## src/taf_pkg.sv

```systemverilog
// constants shared by the limit-flag bank and its comparator
package taf_pkg;
  // ----------------------------------------------------------------
  // register indices (byte address is four times the index)
  // ----------------------------------------------------------------
  localparam logic [9:0] IDX_FLAGS_LO   = 10'h017; // flags for channels 8 to 11
  localparam logic [9:0] IDX_FLAGS_HI   = 10'h018; // flags for channels 12 to 15
  localparam logic [9:0] IDX_SETUP      = 10'h020; // setup word, alert mode only
  // ----------------------------------------------------------------
  // fields and reset values
  // ----------------------------------------------------------------
  localparam int         SETUP_MODE_BIT = 7;       // alert mode select position
  localparam logic [7:0] FLAGS_RESET    = 8'h00;   // both flag words after reset
  localparam logic       MODE_RESET     = 1'b0;    // alert mode after reset
  localparam int         RESULT_W       = 16;      // conversion result width
  localparam int         ADDR_W         = 12;      // axi address width
  // ----------------------------------------------------------------
  // axi responses
  // ----------------------------------------------------------------
  localparam logic [1:0] RESP_OKAY      = 2'h0;    // access accepted
  localparam logic [1:0] RESP_SLVERR    = 2'h2;    // unmapped address
endpackage : taf_pkg

```

## src/taf_cmp_if.sv

```systemverilog
// bundle between the flag bank and the limit comparator
`timescale 1ns/1ps
interface taf_cmp_if;
  import taf_pkg::*;
  logic [RESULT_W-1:0] result;    // conversion result under test
  logic [RESULT_W-1:0] upper;     // upper limit of that channel
  logic [RESULT_W-1:0] lower;     // lower limit of that channel
  logic [RESULT_W-1:0] band;      // hysteresis width of that channel
  logic                over_hit;  // result at or above upper
  logic                under_hit; // result at or below lower
  logic                over_back; // result back below upper minus band
  logic                under_back; // result back above lower plus band
  modport cmp  (input result, upper, lower, band,
                output over_hit, under_hit, over_back, under_back);
  modport user (output result, upper, lower, band,
                input over_hit, under_hit, over_back, under_back);
endinterface : taf_cmp_if

```

## src/taf_limit_cmp.sv

```systemverilog
// limit and hysteresis comparator for one conversion result
`timescale 1ns/1ps
module taf_limit_cmp
  import taf_pkg::*;
(
  taf_cmp_if.cmp cmp_bus // result, limits and verdicts
);
  // sums carry one extra bit so a wide band never wraps round
  logic [RESULT_W:0] upper_gap; // result plus band
  logic [RESULT_W:0] lower_gap; // lower plus band

  // ----------------------------------------------------------------
  // threshold tests
  // ----------------------------------------------------------------
  assign upper_gap          = {1'b0, cmp_bus.result} + {1'b0, cmp_bus.band};
  assign lower_gap          = {1'b0, cmp_bus.lower} + {1'b0, cmp_bus.band};
  assign cmp_bus.over_hit   = cmp_bus.result >= cmp_bus.upper;
  assign cmp_bus.under_hit  = cmp_bus.result <= cmp_bus.lower;
  // inside the band means clear of the limit by more than the band
  assign cmp_bus.over_back  = upper_gap < {1'b0, cmp_bus.upper};
  assign cmp_bus.under_back = {1'b0, cmp_bus.result} > lower_gap;
endmodule : taf_limit_cmp

```

## src/taf_alert_flags.sv

```systemverilog
// sticky over/under limit flags for channels 8 to 15 behind axi4-lite
`timescale 1ns/1ps
module taf_alert_flags
  import taf_pkg::*;
(
  input  wire logic                aclk,          // 10 mhz system clock
  input  wire logic                aresetn,       // synchronous reset, low active
  input  wire logic                res_valid,     // one-cycle result strobe
  input  wire logic [3:0]          res_chan,      // channel of the result
  input  wire logic [RESULT_W-1:0] res_data,      // corrected conversion result
  input  wire logic [RESULT_W-1:0] upper_limit,   // upper limit of res_chan
  input  wire logic [RESULT_W-1:0] lower_limit,   // lower limit of res_chan
  input  wire logic [RESULT_W-1:0] band_setting,  // hysteresis of res_chan
  input  wire logic [7:0]          detect_en,     // detection enable, ch8 at bit 0
  input  wire logic [ADDR_W-1:0]   s_awaddr,      // write address
  input  wire logic                s_awvalid,     // write address valid
  output logic                     s_awready,     // write address ready
  input  wire logic [31:0]         s_wdata,       // write data
  input  wire logic [3:0]          s_wstrb,       // write byte enables
  input  wire logic                s_wvalid,      // write data valid
  output logic                     s_wready,      // write data ready
  output logic [1:0]               s_bresp,       // write response
  output logic                     s_bvalid,      // write response valid
  input  wire logic                s_bready,      // write response ready
  input  wire logic [ADDR_W-1:0]   s_araddr,      // read address
  input  wire logic                s_arvalid,     // read address valid
  output logic                     s_arready,     // read address ready
  output logic [31:0]              s_rdata,       // read data
  output logic [1:0]               s_rresp,       // read response
  output logic                     s_rvalid,      // read data valid
  input  wire logic                s_rready,      // read data ready
  output logic                     alert_mode,    // auto clear inside band
  output logic [15:0]              limit_flags    // ch12-15 high, ch8-11 low
);
  // ----------------------------------------------------------------
  // helpers
  // ----------------------------------------------------------------
  function automatic logic [9:0] word_index(input logic [ADDR_W-1:0] addr);
    word_index = addr[ADDR_W-1:2]; // byte address to word index
  endfunction : word_index

  taf_cmp_if       cmp_bus ();      // comparator bundle
  logic [15:0]     next_flags;      // flag values at the next edge
  logic            aw_held;         // write address captured
  logic            w_held;          // write data captured
  logic [9:0]      aw_idx;          // captured write index
  logic [31:0]     w_data;          // captured write data
  logic            w_lane0;         // captured low byte enable
  logic            rd_take;         // read address taken this cycle
  logic [9:0]      rd_idx;          // index of the read being taken
  logic            clr_lo;          // read clears channels 8 to 11
  logic            clr_hi;          // read clears channels 12 to 15
  logic            ch_upper;        // result belongs to channels 8 to 15

  // ----------------------------------------------------------------
  // comparator
  // ----------------------------------------------------------------
  assign cmp_bus.result = res_data;
  assign cmp_bus.upper  = upper_limit;
  assign cmp_bus.lower  = lower_limit;
  assign cmp_bus.band   = band_setting;

  taf_limit_cmp i_taf_limit_cmp (
    .cmp_bus (cmp_bus)
  );

  // ----------------------------------------------------------------
  // flag update
  // ----------------------------------------------------------------
  assign ch_upper = res_valid && res_chan[3];
  assign rd_take  = s_arvalid && s_arready;
  assign rd_idx   = word_index(s_araddr);
  assign clr_lo   = rd_take && (rd_idx == IDX_FLAGS_LO);
  assign clr_hi   = rd_take && (rd_idx == IDX_FLAGS_HI);

  // two bits per channel: over at even, under at odd position
  always_comb begin
    logic sel;
    logic rd_clr;
    sel        = 1'b0;
    rd_clr     = 1'b0;
    next_flags = limit_flags;
    for (int j = 0; j < 8; j++) begin
      // only the channel just converted is touched by the result; a read clears all four channels of its word
      sel    = ch_upper && (res_chan[2:0] == 3'(j));
      rd_clr = (j < 4) ? clr_lo : clr_hi;
      // set term is or-ed last so it survives a read clear
      next_flags[2*j] = (limit_flags[2*j] && !rd_clr
                         && !(sel && alert_mode && cmp_bus.over_back))
                        || (sel && detect_en[j] && cmp_bus.over_hit);
      next_flags[2*j+1] = (limit_flags[2*j+1] && !rd_clr
                           && !(sel && alert_mode && cmp_bus.under_back))
                          || (sel && detect_en[j] && cmp_bus.under_hit);
    end
  end

  // flag storage
  always_ff @(posedge aclk) begin
    if (!aresetn) begin
      limit_flags <= {FLAGS_RESET, FLAGS_RESET};
    end else begin
      limit_flags <= next_flags;
    end
  end

  // ----------------------------------------------------------------
  // axi write channel
  // ----------------------------------------------------------------
  // one write at a time: both halves are refused until the answer goes
  assign s_awready = !aw_held && !s_bvalid;
  assign s_wready  = !w_held && !s_bvalid;

  // address and data may arrive in either order
  always_ff @(posedge aclk) begin
    if (!aresetn) begin
      aw_held <= 1'b0;
      w_held  <= 1'b0;
      aw_idx  <= 10'h000;
      w_data  <= 32'h0000_0000;
      w_lane0 <= 1'b0;
    end else if (aw_held && w_held) begin
      aw_held <= 1'b0; // consumed into the response
      w_held  <= 1'b0;
    end else begin
      if (s_awvalid && s_awready) begin
        aw_held <= 1'b1;
        aw_idx  <= word_index(s_awaddr);
      end
      if (s_wvalid && s_wready) begin
        w_held  <= 1'b1;
        w_data  <= s_wdata;
        w_lane0 <= s_wstrb[0];
      end
    end
  end

  // response and setup register; flag words ignore writes
  always_ff @(posedge aclk) begin
    if (!aresetn) begin
      s_bvalid   <= 1'b0;
      s_bresp    <= RESP_OKAY;
      alert_mode <= MODE_RESET;
    end else if (aw_held && w_held) begin
      s_bvalid <= 1'b1;
      if (aw_idx == IDX_SETUP) begin
        s_bresp <= RESP_OKAY;
        if (w_lane0) begin
          alert_mode <= w_data[SETUP_MODE_BIT];
        end
      end else if (aw_idx == IDX_FLAGS_LO || aw_idx == IDX_FLAGS_HI) begin
        s_bresp <= RESP_OKAY; // read-only, data dropped
      end else begin
        s_bresp <= RESP_SLVERR;
      end
    end else if (s_bvalid && s_bready) begin
      s_bvalid <= 1'b0;
    end
  end

  // ----------------------------------------------------------------
  // axi read channel
  // ----------------------------------------------------------------
  assign s_arready = !s_rvalid;

  // data are captured from the flags as they stand before the clear
  always_ff @(posedge aclk) begin
    if (!aresetn) begin
      s_rvalid <= 1'b0;
      s_rdata  <= 32'h0000_0000;
      s_rresp  <= RESP_OKAY;
    end else if (rd_take) begin
      s_rvalid <= 1'b1;
      s_rresp  <= RESP_OKAY;
      if (rd_idx == IDX_FLAGS_LO) begin
        s_rdata <= {24'h00_0000, limit_flags[7:0]};
      end else if (rd_idx == IDX_FLAGS_HI) begin
        s_rdata <= {24'h00_0000, limit_flags[15:8]};
      end else if (rd_idx == IDX_SETUP) begin
        s_rdata <= {24'h00_0000, alert_mode, 7'h00};
      end else begin
        s_rdata <= 32'h0000_0000;
        s_rresp <= RESP_SLVERR;
      end
    end else if (s_rvalid && s_rready) begin
      s_rvalid <= 1'b0;
    end
  end
endmodule : taf_alert_flags

```

## config.mk

```make
export PLATFORM = sky130hd
export DESIGN_NAME = taf_alert_flags
export DESIGN_NICKNAME = d
export VERILOG_FILES = /design/src/taf_pkg.sv /design/src/taf_cmp_if.sv /design/src/taf_limit_cmp.sv /design/src/taf_alert_flags.sv
export SDC_FILE = /design/constraint.sdc
export NUM_CORES = 1
export LEC_CHECK = 0
export BUFFER_PORTS_ARGS = -buffer_cell sky130_fd_sc_hd__buf_2
export CORE_ASPECT_RATIO = 0.7
export CORE_MARGIN = 2
export CORE_UTILIZATION = 50
export CTS_CLUSTER_DIAMETER = 30
export DETAILED_ROUTE_END_ITERATION = 7
export PLACE_DENSITY = 0.82
export SETUP_SLACK_MARGIN = 0.02
export SLEW_MARGIN = 20
export SYNTH_ARGS = -nofsm -noshare
export SYNTH_HDL_FRONTEND = slang
export SYNTH_SLANG_ARGS = --single-unit
```

## constraint.sdc

```tcl
create_clock -name aclk -period 5.8 [get_ports aclk]
set_input_delay 1.16 -clock aclk [delete_from_list [all_inputs] [get_ports aclk]]
set_output_delay 1.16 -clock aclk [all_outputs]
set_load 0.01 [all_outputs]
```

==> key figures <==
Outcome
  • Outcome: complete, no violations

Power and ir drop
  • Total power: 0.00105 W
  • Clock power share: 0.265
  • Power density cells: 177 nW/um^2
  • Pint: 0.000670 W
  • NetSw: 0.000377 W
  • Switching share of total power: 0.360
  • Sequential Power Share: 0.304
  • Combinational Power Share: 0.431
  • Leak: 3.07 nW
  • Worst vdd ir: 0.183 mV

Die
  • Initial Util: 0.519
  • Num ports: 202
  • Die width: 124 um
  • Die Y: 88.3 um
  • Die area: 11000 um^2
  • Core ar.: 9760 um^2
  • FP Rows: 30

Worst setup path
  • Worst Path Max Fanout: 8
  • RR Startpoint: alert_mode$_SDFFE_PN0P_
  • Worst Path Arrival: 4.99 ns
  • Critical path endpoint: limit_flags[10]$_SDFF_PN0_
  • Worst setup path start: band_setting[0]
  • CP Data Required Time: 5.97 ns
  • Kind of critical path: input port to flip-flop
  • Startpoint Class: input port
  • Crit. End Element: flip-flop
  • Worst reg2reg path depth: 5
  • Crit Reg-Reg Endpoint: limit_flags[10]$_SDFF_PN0_
  • R2R Setup Slk: 3.89 ns

Global route
  • GRT met1 Usage: 0.351
  • Met2 Track Usage GR: 0.453
  • GRT Max-Usage Layer: met2
  • Grt ovf: 0
  • GR Util All Layers: 0.265
  • Largest net degree at the start of global routing: 31
  • First-pass GRT wire length: 23900 um
  • Antenna violations before repair: 0
  • Number of global-route vias before repair: 5179
  • Met3 Track Usage GR: 0.0496

Synthesis
  • Synth Area in XOR/XNOR: 0.0432
  • Syn Inst Count: 645
  • Post-synthesis mux area share: 0.00790
  • Flops & latches, synth: 43
  • Async set-or-reset flop fraction in the synthesized netlist: 0
  • Area share of and/or/nand/nor cells after synthesis: 0.225
  • Post-synth EDFFs: 0
  • Main combinational cell family by area after synthesis: adder cells
  • YS warnings: 0
  • Post-synth cell types: 58
  • Cell Area, Synth: 5070 um^2
  • Adder-Cell Fraction of Synth Area: 0.242
  • Sequential element share of the synthesized area: 0.170
  • Mapped Avg Cell Area: 7.86 um^2
  • Compound-cell area share of the yosys netlist: 0.233
  • Main flop type after synthesis: dfxtp_1

Timing
  • Tmin final: 4.82 ns
  • Fmax: 208 MHz
  • Fin. Hold Viols: 0
  • Max-slew headroom: 0.340
  • Setup repair after global routing missed its margin: no
  • Final slew viol count: 0
  • Final period util: 0.831
  • Final WS setup: 0.981 ns
  • Post-route clock skew: 0.00708 ns
  • Tightest Pin Transition: 0.982 ns
  • # setup viols final: 0
  • Post-route setup TNS: 0 ns

CTS
  • Post-CTS Hold Buffers: 0
  • CTS max path bufs: 2
  • Postcts setup bufs: 0
  • Root buffer cell: clkbuf_16
  • CTS sink cnt: 43
  • Clock slew at reported path FFs: 0.06 ns
  • Post_cts resized: 0
  • Clk_lat worst skew: 0.29 ns
  • Cts bufs inserted: 5
  • Clock H-tree levels: 2
  • CTS tree: done

Final layout
  • Share of cells above drive strength 1: 0.201
  • Flip-flop count of the largest register after layout: 16
  • Area delta synth->final: 16.8%
  • Antenna fix cells: 0
  • Post-layout instance area: 5920 um^2
  • Number of fill cells in the layout: 863
  • Non-filler instance count after layout: 906
  • Commonest cells after routing, fill and taps aside: buf_2 (137), ha_1 (95), nand2_1 (70)
  • Nets: 1019
  • Leading cell type in the layout, fill and taps excluded: buf_2
  • Largest registers: limit_flags: 16 flops, aw_idx: 10 flops, s_rdata: 8 flops
  • Largest register by flop count: limit_flags

Placed design
  • DP HPWL: 12700 um
  • Post-placement cell count: 899
  • Place WS: 0.756 ns
  • I/O Buffers: 137
  • DP Area: 5780 um^2
  • Routability Congestion: 1.03

Run
  • Max_cap viols: 0

Routing
  • Post-DRT Antenna Nets: 0
  • Final wirelength: 15100 um
  • DRT iter0 DRCs: 344
  • Number of vias per cell: 5.86
  • Drt first pass iters: 5
  • Routed WL per cell: 16.6 um
  • Drc violations: 0
  • Vias: 5311

Worst hold path
  • Hold Crit Class: flip-flop to flip-flop
-- worst min-delay path by stage --
stage	start	slack [ns]	depth (start not counted)	end
6_report	aw_idx[8]$_SDFFE_PN0P_	0.47	2	aw_idx[8]$_SDFFE_PN0P_
5_1_grt	aw_idx[8]$_SDFFE_PN0P_	0.50	2	aw_idx[8]$_SDFFE_PN0P_
4_1_cts	aw_idx[8]$_SDFFE_PN0P_	0.47	2	aw_idx[8]$_SDFFE_PN0P_
3_5_place_dp	aw_idx[8]$_SDFFE_PN0P_	0.46	2	aw_idx[8]$_SDFFE_PN0P_
3_3_place_gp	aw_idx[8]$_SDFFE_PN0P_	0.45	2	aw_idx[8]$_SDFFE_PN0P_
2_1_floorplan	aw_idx[8]$_SDFFE_PN0P_	0.44	2	aw_idx[8]$_SDFFE_PN0P_
-- cell families after synthesis --
kind of cell	after synthesis
simple gates	221
compound gates	174
fa+ha+maj	97
buf+inv	80
flops	43
xor+xnor	25
mux	4
other cells	1
-- cell type report --
class,count,area (um^2),area share
clock inverter,1,5.00,0.000845
clock buffer,6,139,0.0234
tap,128,160,0.0270
multi-input combinational,547,3910,0.660
timing repair buffer,137,686,0.116
sequential,43,861,0.145
inverter,44,165,0.0279
-- metrics by stage --
stage,hold WS (ns),utilization
after floorplan,0.438,-
after global placement,0.446,0.592
after detailed placement,0.464,0.592
after CTS,0.472,0.607
after global routing,0.499,0.607
final,0.468,0.607
-- power by group through the flow --
stage               clock network, W  registers (W)  logic (W)
floorplan                          0       0.000326   0.000314
global placement                   0       0.000323   0.000413
detailed placement                 0       0.000324   0.000440
CTS                         0.000279       0.000318   0.000443
global route                0.000289       0.000320   0.000506
finish                      0.000278       0.000318   0.000451
-- cell usage after synthesis, types with 7 or more instances --
master,number,share of area
a21oi_1,43,0.042
o211a_1,10,0.020
and3_1,9,0.011
ha_1,95,0.23
dfxtp_1,43,0.17
nand2b_1,10,0.012
o21a_1,7,0.010
buf_4,26,0.039
nor2_1,27,0.020
nand2_1,70,0.052
nor3_1,24,0.024
inv_1,44,0.033
a21boi_0,13,0.019
a21o_1,20,0.030
clkbuf_1,9,0.0067
a22oi_1,9,0.013
nand4_1,20,0.025
nor2b_1,14,0.017
xnor2_1,11,0.019
xor2_1,14,0.024
nand3_1,18,0.018
a211oi_1,7,0.010
o21ai_0,33,0.033
-- routing by layer --
metal | part of all wire | vias to the layer above
li1 | - | 2569
met1 | 0.45 | 2478
met2 | 0.45 | 231
met3 | 0.077 | 33
met4 | 0.021 | 0
met5 | 0 | -
-- worst max-delay path, stage by stage --
cell and delay, ns:
buf_2 0.10, ha_1 0.23, inv_1 0.07, fa_1 0.39, nand2b_1 0.18, a21o_1 0.19
a21boi_2 0.24, a311oi_4 0.14, o21ai_0 0.23, a21oi_1 0.12, xnor2_1 0.14, ha_1 0.18
a22oi_1 0.18, o2111ai_1 0.13, a31oi_1 0.54, nand3_1 0.14, or3_1 0.34, a32o_1 0.26
Note: power is estimated with default switching activity, not from simulation.
